--- config.mk ---
export PLATFORM = sky130hd
export DESIGN_NAME = branch_unit
export DESIGN_NICKNAME = d
export VERILOG_FILES = /design/src/hdl/branch_unit_pkg.sv /design/src/hdl/branch_unit.sv
export SDC_FILE = /design/constraint.sdc
export NUM_CORES = 1
export LEC_CHECK = 0
export BUFFER_PORTS_ARGS = -buffer_cell sky130_fd_sc_hd__buf_4
export CORE_MARGIN = 2
export CORE_UTILIZATION = 61
export CTS_BUF_LIST = sky130_fd_sc_hd__clkbuf_16
export CTS_CLUSTER_DIAMETER = 80
export DETAILED_ROUTE_END_ITERATION = 10
export GPL_TIMING_DRIVEN = 0
export PLACE_DENSITY = 0.9
export SYNTH_ARGS = -nofsm -noshare
export SYNTH_HDL_FRONTEND = slang
export SYNTH_SLANG_ARGS = --single-unit
--- constraint.sdc ---
create_clock -name pclk -period 5.4 [get_ports pclk]
set_input_delay 1.08 -clock pclk [delete_from_list [all_inputs] [get_ports pclk]]
set_output_delay 1.08 -clock pclk [all_outputs]
set_load 0.02 [all_outputs]
--- src/hdl/branch_unit_pkg.sv ---
/*
  Shared constants for the branch and bit-test execution unit: opcodes,
  register offsets, flag positions, reset values and the state type.
  Assumes a 16-bit address space and a byte-wide program/data memory.
*/
package branch_unit_pkg;
  // ==========================================================
  // Opcodes
  localparam logic [7:0] OP_ALWAYS = 8'h20;
  localparam logic [7:0] OP_NEVER = 8'h21;
  localparam logic [7:0] OP_UHIGHER = 8'h22;
  localparam logic [7:0] OP_PLUS = 8'h2a;
  localparam logic [7:0] OP_SGREATER = 8'h2e;
  localparam logic [3:0] REL_GROUP = 4'h2;
  localparam logic [3:0] MODE_DIR = 4'h4;
  localparam logic [3:0] MODE_EXT = 4'h1;
  localparam logic [3:0] MODE_IDX = 4'h0;
  localparam logic [3:0] LO_CLEARED = 4'hf;
  localparam logic [3:0] LO_SET = 4'he;
  localparam logic [3:0] LO_BITSET = 4'hc;
  // ==========================================================
  // Register byte offsets
  localparam logic [7:0] REG_CTRL = 8'h00;
  localparam logic [7:0] REG_PC = 8'h04;
  localparam logic [7:0] REG_FLAGS = 8'h08;
  localparam logic [7:0] REG_INDEX = 8'h0c;
  localparam logic [7:0] REG_STATUS = 8'h10;
  // ==========================================================
  // Field positions and reset values
  localparam int CTRL_GO = 0;
  localparam int FLG_C = 0;
  localparam int FLG_V = 1;
  localparam int FLG_Z = 2;
  localparam int FLG_N = 3;
  localparam int ST_BUSY = 0;
  localparam int ST_TAKEN = 1;
  localparam int ST_ILLEGAL = 2;
  localparam int ST_FETCH_LSB = 4;
  localparam logic [15:0] PC_RESET = 16'h0000;
  localparam logic [7:0] FLAGS_RESET = 8'h00;
  localparam logic [15:0] INDEX_RESET = 16'h0000;
  localparam logic [15:0] PC_STEP = 16'h0002;
  localparam logic [15:0] WORD_STEP = 16'h0002;
  localparam int TAKEN_FETCHES_DEF = 3;
  localparam logic [3:0] UNTAKEN_FETCHES = 4'h1;
  // ==========================================================
  // Sequencer states
  typedef enum logic [2:0] {S_IDLE, S_FETCH, S_EVAL, S_READ, S_WRITE, S_QUEUE} exec_state_t;
endpackage : branch_unit_pkg

--- src/hdl/branch_unit.sv ---
/*
  Branch and bit-test execution unit with an APB register port and a
  byte-wide memory master port. Assumes memory logic on pclk that answers
  each held request with a one-cycle mem_ack.
*/
// Notes on behaviour
// - plus branch taken when N clear, flags kept
// - branch always loads PC plus two plus offset
// - offset is second byte, signed
// - taken branch refills queue from target
// - branch always uses TAKEN_FETCHES program fetches, three by default
// - branch never only adds two to PC
// - branch never does one program fetch
// - bits-cleared branches when masked byte zero
// - bits-set branches when inverted masked byte zero
// - test mask sits two, three or four bytes on
// - bit-test target follows last offset byte
// - indirect indexed forms are refused
// - bit set writes byte ORed with mask
// - set mask sits two to four bytes on
// - signed conditions use Z, N xor V
// - unsigned conditions use C, C or Z
`timescale 1ns/100ps
module branch_unit #(
  parameter int TAKEN_FETCHES = branch_unit_pkg::TAKEN_FETCHES_DEF
) (
  input wire logic pclk,
  input wire logic presetn,
  input wire logic psel,
  input wire logic penable,
  input wire logic pwrite,
  input wire logic [7:0] paddr,
  input wire logic [31:0] pwdata,
  output logic [31:0] prdata,
  output logic pready,
  output logic pslverr,
  output logic mem_req,
  output logic mem_we,
  output logic mem_qfill,
  output logic [15:0] mem_addr,
  output logic [7:0] mem_wdata,
  input wire logic [7:0] mem_rdata,
  input wire logic mem_ack
);
  // ==========================================================
  // Elaboration check
  generate
    if (TAKEN_FETCHES < 1 || TAKEN_FETCHES > 15) begin : g_bad_fetches
      $error("TAKEN_FETCHES must be 1 to 15");
    end
  endgenerate

  localparam logic [3:0] TAKEN_CNT = 4'(TAKEN_FETCHES);

  branch_unit_pkg::exec_state_t state_r;
  logic [7:0] buf_r [0:5];
  logic [2:0] cnt_r, len_r, len_now;
  logic bad_now;
  logic [15:0] pc_r, index_r, qaddr_r;
  logic [7:0] flags_r, data_r;
  logic [3:0] qleft_r, pfetch_r;
  logic busy_r, taken_r, illegal_r;
  logic [31:0] prdata_r;
  logic pready_r, pslverr_r;
  logic mem_req_r, mem_we_r, mem_qfill_r;
  logic [15:0] mem_addr_r;
  logic [7:0] mem_wdata_r;
  logic wr_acc, rd_acc, ack_now;
  logic [7:0] op, xb, mask, rel;
  logic is_bsetop, cond_ok, bits_ok;
  logic [15:0] ea, rel_ext, target, seq_pc;

  // ==========================================================
  // APB slave: one wait state, answer on the second access cycle
  assign wr_acc = psel & penable & pready_r & pwrite;
  assign rd_acc = psel & penable & ~pready_r & ~pwrite;

  always_ff @(posedge pclk or negedge presetn) begin
    if (!presetn) begin
      pready_r <= 1'b0;
      pslverr_r <= 1'b0;
    end else begin
      pready_r <= psel & penable & ~pready_r;
      pslverr_r <= psel & penable & ~pready_r & (paddr > branch_unit_pkg::REG_STATUS
                   || paddr[1:0] != 2'b00);
    end
  end

  always_ff @(posedge pclk or negedge presetn) begin
    if (!presetn) begin
      prdata_r <= 32'h0000_0000;
    end else if (rd_acc) begin
      case (paddr)
        branch_unit_pkg::REG_PC: prdata_r <= {16'h0000, pc_r};
        branch_unit_pkg::REG_FLAGS: prdata_r <= {24'h00_0000, flags_r};
        branch_unit_pkg::REG_INDEX: prdata_r <= {16'h0000, index_r};
        branch_unit_pkg::REG_STATUS: prdata_r <= {24'h00_0000, pfetch_r, 1'b0, illegal_r,
                                                  taken_r, busy_r};
        default: prdata_r <= 32'h0000_0000;
      endcase
    end
  end

  // Flags and index base only change by software, and not mid-instruction
  always_ff @(posedge pclk or negedge presetn) begin
    if (!presetn) begin
      flags_r <= branch_unit_pkg::FLAGS_RESET;
      index_r <= branch_unit_pkg::INDEX_RESET;
    end else if (wr_acc && !busy_r) begin
      if (paddr == branch_unit_pkg::REG_FLAGS) begin
        flags_r <= pwdata[7:0];
      end
      if (paddr == branch_unit_pkg::REG_INDEX) begin
        index_r <= pwdata[15:0];
      end
    end
  end

  // ==========================================================
  // Instruction decode
  assign op = buf_r[0];
  assign xb = buf_r[1];
  assign ack_now = mem_req_r & mem_ack;
  assign is_bsetop = (op[3:0] == branch_unit_pkg::LO_BITSET);
  assign mask = is_bsetop ? buf_r[len_r - 3'd1] : buf_r[len_r - 3'd2];
  assign rel = buf_r[len_r - 3'd1];
  assign rel_ext = {{8{rel[7]}}, rel};
  assign seq_pc = pc_r + {13'h0000, len_r};
  assign target = seq_pc + rel_ext;

  always_comb begin
    len_now = len_r;
    bad_now = 1'b0;
    if (cnt_r == 3'd0) begin
      if (mem_rdata[7:4] == branch_unit_pkg::REL_GROUP) begin
        len_now = 3'd2;
      end else if ((mem_rdata[7:4] == branch_unit_pkg::MODE_DIR
                    || mem_rdata[7:4] == branch_unit_pkg::MODE_EXT
                    || mem_rdata[7:4] == branch_unit_pkg::MODE_IDX)
                   && (mem_rdata[3:0] == branch_unit_pkg::LO_CLEARED
                    || mem_rdata[3:0] == branch_unit_pkg::LO_SET
                    || mem_rdata[3:0] == branch_unit_pkg::LO_BITSET)) begin
        len_now = (mem_rdata[1] ? 3'd3 : 3'd2)
                + (mem_rdata[7:4] == branch_unit_pkg::MODE_EXT ? 3'd2 : 3'd1);
      end else begin
        bad_now = 1'b1;
      end
    end else if (cnt_r == 3'd1 && op[7:4] == branch_unit_pkg::MODE_IDX) begin
      if (!mem_rdata[5]) begin
        len_now = len_r;
      end else if (mem_rdata[7:5] == 3'b111 && mem_rdata[2:1] == 2'b00) begin
        len_now = len_r + 3'd1;
      end else if (mem_rdata[7:5] == 3'b111 && mem_rdata[2:0] == 3'b010) begin
        len_now = len_r + 3'd2;
      end else begin
        bad_now = 1'b1;
      end
    end
  end

  always_comb begin
    case (op[7:4])
      branch_unit_pkg::MODE_DIR: ea = {8'h00, buf_r[1]};
      branch_unit_pkg::MODE_EXT: ea = {buf_r[1], buf_r[2]};
      default: begin
        if (!xb[5]) begin
          ea = index_r + {{11{xb[4]}}, xb[4:0]};
        end else if (!xb[1]) begin
          ea = index_r + {{8{xb[0]}}, buf_r[2]};
        end else begin
          ea = index_r + {buf_r[2], buf_r[3]};
        end
      end
    endcase
  end

  always_comb begin
    case (op[3:0])
      4'h0: cond_ok = 1'b1;
      4'h1: cond_ok = 1'b0;
      4'h2: cond_ok = ~(flags_r[branch_unit_pkg::FLG_C] | flags_r[branch_unit_pkg::FLG_Z]);
      4'h3: cond_ok = flags_r[branch_unit_pkg::FLG_C] | flags_r[branch_unit_pkg::FLG_Z];
      4'h4: cond_ok = ~flags_r[branch_unit_pkg::FLG_C];
      4'h5: cond_ok = flags_r[branch_unit_pkg::FLG_C];
      4'h6: cond_ok = ~flags_r[branch_unit_pkg::FLG_Z];
      4'h7: cond_ok = flags_r[branch_unit_pkg::FLG_Z];
      4'h8: cond_ok = ~flags_r[branch_unit_pkg::FLG_V];
      4'h9: cond_ok = flags_r[branch_unit_pkg::FLG_V];
      4'ha: cond_ok = ~flags_r[branch_unit_pkg::FLG_N];
      4'hb: cond_ok = flags_r[branch_unit_pkg::FLG_N];
      4'hc: cond_ok = ~(flags_r[branch_unit_pkg::FLG_N] ^ flags_r[branch_unit_pkg::FLG_V]);
      4'hd: cond_ok = flags_r[branch_unit_pkg::FLG_N] ^ flags_r[branch_unit_pkg::FLG_V];
      4'he: cond_ok = ~(flags_r[branch_unit_pkg::FLG_Z]
                       | (flags_r[branch_unit_pkg::FLG_N] ^ flags_r[branch_unit_pkg::FLG_V]));
      default: cond_ok = flags_r[branch_unit_pkg::FLG_Z]
                       | (flags_r[branch_unit_pkg::FLG_N] ^ flags_r[branch_unit_pkg::FLG_V]);
    endcase
  end

  assign bits_ok = (op[3:0] == branch_unit_pkg::LO_CLEARED) ? ((mem_rdata & mask) == 8'h00)
                                                         : ((~mem_rdata & mask) == 8'h00);

  // ==========================================================
  // Sequencer: fetch bytes, read/modify memory, resolve, refill queue
  always_ff @(posedge pclk or negedge presetn) begin
    if (!presetn) begin
      state_r <= branch_unit_pkg::S_IDLE;
      pc_r <= branch_unit_pkg::PC_RESET;
      cnt_r <= 3'd0;
      len_r <= 3'd0;
      for (int i = 0; i < 6; i++) begin
        buf_r[i] <= 8'h00;
      end
      busy_r <= 1'b0;
      taken_r <= 1'b0;
      illegal_r <= 1'b0;
      qaddr_r <= 16'h0000;
      qleft_r <= 4'h0;
      pfetch_r <= 4'h0;
      data_r <= 8'h00;
      mem_req_r <= 1'b0;
      mem_we_r <= 1'b0;
      mem_qfill_r <= 1'b0;
      mem_addr_r <= 16'h0000;
      mem_wdata_r <= 8'h00;
    end else begin
      case (state_r)
        branch_unit_pkg::S_IDLE: begin
          if (wr_acc && paddr == branch_unit_pkg::REG_PC) begin
            pc_r <= pwdata[15:0];
          end else if (wr_acc && paddr == branch_unit_pkg::REG_CTRL
                       && pwdata[branch_unit_pkg::CTRL_GO]) begin
            busy_r <= 1'b1;
            taken_r <= 1'b0;
            illegal_r <= 1'b0;
            pfetch_r <= 4'h0;
            cnt_r <= 3'd0;
            state_r <= branch_unit_pkg::S_FETCH;
          end
        end
        branch_unit_pkg::S_FETCH: begin
          if (!mem_req_r) begin
            mem_req_r <= 1'b1;
            mem_addr_r <= pc_r + {13'h0000, cnt_r};
          end else if (mem_ack) begin
            mem_req_r <= 1'b0;
            buf_r[cnt_r] <= mem_rdata;
            cnt_r <= cnt_r + 3'd1;
            len_r <= len_now;
            if (bad_now) begin
              illegal_r <= 1'b1;
              busy_r <= 1'b0;
              state_r <= branch_unit_pkg::S_IDLE;
            end else if (cnt_r + 3'd1 == len_now) begin
              state_r <= branch_unit_pkg::S_EVAL;
            end
          end
        end
        branch_unit_pkg::S_EVAL: begin
          if (op[7:4] == branch_unit_pkg::REL_GROUP) begin
            taken_r <= cond_ok;
            pc_r <= cond_ok ? target : seq_pc;
            qaddr_r <= cond_ok ? target : seq_pc;
            qleft_r <= cond_ok ? TAKEN_CNT : branch_unit_pkg::UNTAKEN_FETCHES;
            state_r <= branch_unit_pkg::S_QUEUE;
          end else begin
            state_r <= branch_unit_pkg::S_READ;
          end
        end
        branch_unit_pkg::S_READ: begin
          if (!mem_req_r) begin
            mem_req_r <= 1'b1;
            mem_addr_r <= ea;
          end else if (mem_ack) begin
            mem_req_r <= 1'b0;
            data_r <= mem_rdata;
            if (is_bsetop) begin
              mem_wdata_r <= mem_rdata | mask;
              state_r <= branch_unit_pkg::S_WRITE;
            end else begin
              taken_r <= bits_ok;
              pc_r <= bits_ok ? target : seq_pc;
              qaddr_r <= bits_ok ? target : seq_pc;
              qleft_r <= bits_ok ? TAKEN_CNT : branch_unit_pkg::UNTAKEN_FETCHES;
              state_r <= branch_unit_pkg::S_QUEUE;
            end
          end
        end
        branch_unit_pkg::S_WRITE: begin
          if (!mem_req_r) begin
            mem_req_r <= 1'b1;
            mem_we_r <= 1'b1;
          end else if (mem_ack) begin
            mem_req_r <= 1'b0;
            mem_we_r <= 1'b0;
            pc_r <= seq_pc;
            qaddr_r <= seq_pc;
            qleft_r <= branch_unit_pkg::UNTAKEN_FETCHES;
            state_r <= branch_unit_pkg::S_QUEUE;
          end
        end
        branch_unit_pkg::S_QUEUE: begin
          if (!mem_req_r) begin
            mem_req_r <= 1'b1;
            mem_qfill_r <= 1'b1;
            mem_addr_r <= qaddr_r;
          end else if (mem_ack) begin
            mem_req_r <= 1'b0;
            mem_qfill_r <= 1'b0;
            qaddr_r <= qaddr_r + branch_unit_pkg::WORD_STEP;
            qleft_r <= qleft_r - 4'h1;
            pfetch_r <= pfetch_r + 4'h1;
            if (qleft_r == 4'h1) begin
              busy_r <= 1'b0;
              state_r <= branch_unit_pkg::S_IDLE;
            end
          end
        end
        default: state_r <= branch_unit_pkg::S_IDLE;
      endcase
    end
  end

  assign prdata = prdata_r;
  assign pready = pready_r;
  assign pslverr = pslverr_r;
  assign mem_req = mem_req_r;
  assign mem_we = mem_we_r;
  assign mem_qfill = mem_qfill_r;
  assign mem_addr = mem_addr_r;
  assign mem_wdata = mem_wdata_r;
endmodule : branch_unit

==> metrics.txt <==
# TYPE chip_impl_metric gauge
chip_impl_metric{name="synth_async_sr_flop_share",unit="%"} 100
chip_impl_metric{name="fmax_achieved",unit="MHz"} 193
chip_impl_info{name="worstSetupStartpointType",value="flop"} 1
chip_impl_metric{name="combined_area_of_the_multi_input_logic_cells",unit="sq um"} 7450
chip_impl_metric{name="syn_inst",unit=""} 1370
chip_impl_metric{name="fin_nets",unit=""} 1589
chip_impl_metric{name="post-layout-total-power",unit="mW"} 9.10
chip_impl_metric{name="max_cap_viol_count",unit=""} 0
chip_impl_metric{name="report.final.setup_viol",unit=""} 0
chip_impl_info{name="crit_type",value="flop to flop"} 1
chip_impl_metric{name="routed-via-count",unit=""} 12000
chip_impl_metric{name="final_hold_viol_count",unit=""} 0
chip_impl_metric{name="drtAntennaViolNets",unit=""} 0
chip_impl_metric{name="initial_core_util",unit="%"} 62.5
chip_impl_metric{name="worst_relative_slew_slack",unit="%"} 22.3
chip_impl_info{name="outcome",value="complete, no violations"} 1
chip_impl_info{name="layout.cells.most_common",value="sky130_fd_sc_hd__dfrtp_1"} 1
chip_impl_metric{name="place_hpwl",unit="um"} 32000
chip_impl_metric{name="floorplan.die.height",unit="um"} 146
chip_impl_metric{name="grt-ovfl-total",unit=""} 0
chip_impl_metric{name="post_cts_hold_buffer_count",unit=""} 0
chip_impl_metric{name="period_share",unit="%"} 95.8
chip_impl_metric{name="synth_edf_count",unit=""} 0
chip_impl_metric{name="grt_pass1_vias",unit=""} 11300
chip_impl_info{name="final_cell_mix",value="sky130_fd_sc_hd__dfrtp_1, sky130_fd_sc_hd__nand2_1, sky130_fd_sc_hd__nor2_1"} 1
chip_impl_metric{name="vdd.ir_drop.worst",unit="mV"} 0.402
chip_impl_metric{name="yosysSeqAreaShare",unit="%"} 34.6
chip_impl_metric{name="floorplan.die.width",unit="um"} 146
chip_impl_metric{name="ios",unit=""} 115
chip_impl_metric{name="crit_required",unit="ns"} 5.72
chip_impl_metric{name="synth_area",unit="sq um"} 12200
chip_impl_metric{name="drtPass1Iterations",unit=""} 9
chip_impl_metric{name="route.detailed.wl_per_inst",unit="um"} 24.1
chip_impl_metric{name="grt_antenna_before_repair",unit=""} 2
chip_impl_metric{name="ys_warn_count",unit=""} 0
chip_impl_metric{name="detail_route.iter0.violations",unit=""} 1817
chip_impl_metric{name="num_rows",unit=""} 51
chip_impl_metric{name="fillCellCount",unit=""} 1539
chip_impl_info{name="tritoncts",value="yes"} 1
chip_impl_metric{name="clk_pin_slew_worst_setup_hold_paths",unit="ns"} 0.08
chip_impl_metric{name="area_delta_synth_final",unit="%"} 13.2
chip_impl_metric{name="drc",unit=""} 0
chip_impl_metric{name="worstPathArrival",unit="ns"} 5.49
chip_impl_metric{name="design.die.area",unit="sq um"} 21200
chip_impl_metric{name="clock_tree.htree_level_count",unit=""} 4
chip_impl_metric{name="wire_length_of_the_first_global_routing_pass",unit="um"} 65400
chip_impl_metric{name="finClkSkew",unit="ns"} 0.0116
chip_impl_metric{name="timing.setup.tns",unit="ns"} 0
chip_impl_metric{name="numClockSinks",unit=""} 169
chip_impl_metric{name="postSynthRegisterBits",unit=""} 169
chip_impl_metric{name="worst_skew_pair.late_latency",unit="ns"} 0.45
chip_impl_metric{name="globalRouteTotalUtil",unit="%"} 39.9
chip_impl_metric{name="critical_path.max_fanout",unit=""} 10
chip_impl_metric{name="post-place-cells",unit=""} 1731
chip_impl_metric{name="power_per_cell_area",unit="nW/um^2"} 657
chip_impl_metric{name="number_of_buffers_added_on_ports",unit=""} 80
chip_impl_metric{name="layout.cells.non_filler",unit=""} 1763
chip_impl_metric{name="worst-slew-pin-transition",unit="ns"} 1.16
chip_impl_metric{name="diodes_inserted",unit=""} 0
chip_impl_metric{name="netlist-cell-type-count",unit=""} 75
chip_impl_info{name="hold_path.class",value="flop to flop"} 1
chip_impl_info{name="clock_tree.root_cell",value="sky130_fd_sc_hd__clkbuf_16"} 1
chip_impl_metric{name="maxSlewViolCount",unit=""} 0
chip_impl_metric{name="cts-root-to-sink-buffers",unit=""} 2
chip_impl_metric{name="average_via_count_per_standard_cell",unit=""} 6.83
chip_impl_metric{name="numCtsBuffers",unit=""} 17
chip_impl_metric{name="grt_max_degree",unit=""} 95
chip_impl_info{name="dominant_synthesized_flop_cell",value="sky130_fd_sc_hd__dfrtp_1"} 1
chip_impl_metric{name="seq_area",unit="sq um"} 4230
chip_impl_metric{name="totalWireLength",unit="um"} 42400
chip_impl_metric{name="finalWorstPathRequiredPeriod",unit="ns"} 5.17
chip_impl_info{name="timing.critical_path.to_type",value="flop"} 1
chip_impl_metric{name="gp_congestion",unit=""} 0.987
chip_impl_metric{name="p_leak",unit="nW"} 6.17
chip_impl_metric{name="drive_above_1_share",unit="%"} 16.7
chip_impl_metric{name="postCtsSetupBuffers",unit=""} 0
chip_impl_metric{name="postCtsResizedCells",unit=""} 0
chip_impl_metric{name="synthesized_area_divided_by_synthesized_cell_count",unit="sq um"} 8.93
chip_impl_metric{name="whs",unit="ns"} 0.482
chip_impl_info{name="rsz_0062_raised_after_global_routing",value="false"} 1
chip_impl_metric{name="core_area",unit="sq um"} 19600
final timing paths:
| path | startpoint | to | slack (ns) | cells after the start |
|---|---|---|---|---|
| max | len_r[0] | qaddr_r[12] | 0.23 | 21 |
| min | prdata[2] | prdata[2] | 0.48 | 1 |
| max reg2reg | len_r[0] | qaddr_r[12] | 0.23 | 21 |
| min reg2reg | prdata[2] | prdata[2] | 0.48 | 1 |
| max in group asynchronous | presetn | index_r[15] | 3.94 | 2 |
| min in group asynchronous | presetn | buf_r[5] | 0.58 | 1 |
layer usage:
| layer | global-route usage (%) | routed length [um] | share of wire (%) |
|---|---|---|---|
| met1 | 54.7 | 16400 | 39 |
| met4 | 16.5 | 1970 | 4.6 |
| met5 | 0 | 26 | 0.061 |
| met3 | 12.4 | 6050 | 14 |
| met2 | 59.2 | 18000 | 42 |
report_power, final:
part,internal [mW],switching (mW)
sequential,1.69,0.566
clock,0.618,0.607
combinational,2.14,3.48
total,4.45,4.65
worst max-delay path, cell delays in order (launching register included):
cell and delay, ns:
sky130_fd_sc_hd__dfrtp_1 0.47, sky130_fd_sc_hd__buf_6 0.20, sky130_fd_sc_hd__buf_6 0.18, sky130_fd_sc_hd__buf_2 0.29, sky130_fd_sc_hd__inv_1 0.10, sky130_fd_sc_hd__ha_1 0.28, sky130_fd_sc_hd__buf_2 0.22, sky130_fd_sc_hd__clkbuf_1 0.47
sky130_fd_sc_hd__nand3_1 0.14, sky130_fd_sc_hd__nand2_1 0.23, sky130_fd_sc_hd__ha_1 0.24, sky130_fd_sc_hd__inv_1 0.07, sky130_fd_sc_hd__fa_1 0.40, sky130_fd_sc_hd__nor2b_1 0.21, sky130_fd_sc_hd__o2111ai_1 0.16, sky130_fd_sc_hd__nand4_1 0.14
sky130_fd_sc_hd__a31oi_1 0.16, sky130_fd_sc_hd__o21ai_0 0.24, sky130_fd_sc_hd__xor2_1 0.14, sky130_fd_sc_hd__mux2_2 0.28, sky130_fd_sc_hd__a221oi_1 0.29, sky130_fd_sc_hd__a21oi_1 0.11
cells by family after synthesis:
logic type / count (synthesis) / synth area share [%]
simple gates: 419 / 16.0
compound gates: 397 / 21.2
flops: 169 / 34.6
buf+inv: 135 / 5.13
mux: 119 / 11.9
xor+xnor: 80 / 5.73
fa+ha+maj: 50 / 5.36
other cells: 1 / 0.0307
flip-flops by register name, indices dropped and copies added (netlist names), 3 cells and up:
name       cells
buf_r         32
index_r       16
mem_addr      16
pc_r          16
prdata        16
qaddr_r       16
flags_r        8
mem_wdata      8
op             8
xb             8
pfetch_r       4
qleft_r        4
cnt_r          3
len_r          3
state_r        3
layout make-up:
type | count | share of cell area [%]
clock buffers | 17 | 3.07
well taps | 265 | 2.39
flip-flops and latches | 169 | 30.5
plain buffers | 100 | 3.59
multi-input cells | 1081 | 53.7
clock inverters | 15 | 1.14
repair buffers | 81 | 4.59
inverters | 35 | 0.948
metrics by stage:
stage | worst slack, ns | util (%) | cell area (sq um)
after floorplan | 1.34 | - | 12300
after global placement | 0.488 | 67.5 | 13200
after detailed placement | 0.457 | 67.7 | 13300
after CTS | 0.441 | 70.7 | 13800
after global routing | 0.0625 | 70.7 | 13900
final | 0.229 | 70.7 | 13900
Yosys cell counts (all sizes together), types with 6 or more instances:
cell type	instances	area share (%)
a21o	23	1.4
a21oi	107	4.4
a221oi	17	1.2
a222oi	22	1.8
a22o	6	0.43
a22oi	27	1.7
a31oi	22	1.1
and2	10	0.51
and3	11	0.56
buf	36	2.1
clkbuf	64	2.0
dfrtp	169	35
ha	46	4.7
inv	35	1.1
mux2	82	7.5
mux2i	24	2.0
mux4	13	2.4
nand2	157	4.8
nand2b	13	0.66
nand3	43	1.8
nand4	10	0.51
nor2	110	3.4
nor2b	13	0.66
nor3	16	0.65
nor4b	6	0.48
o2111ai	6	0.43
o21ai	94	3.8
o22ai	7	0.36
or3	6	0.31
xnor2	49	3.5
xor2	31	2.2
(Power assumes the default switching activity.)
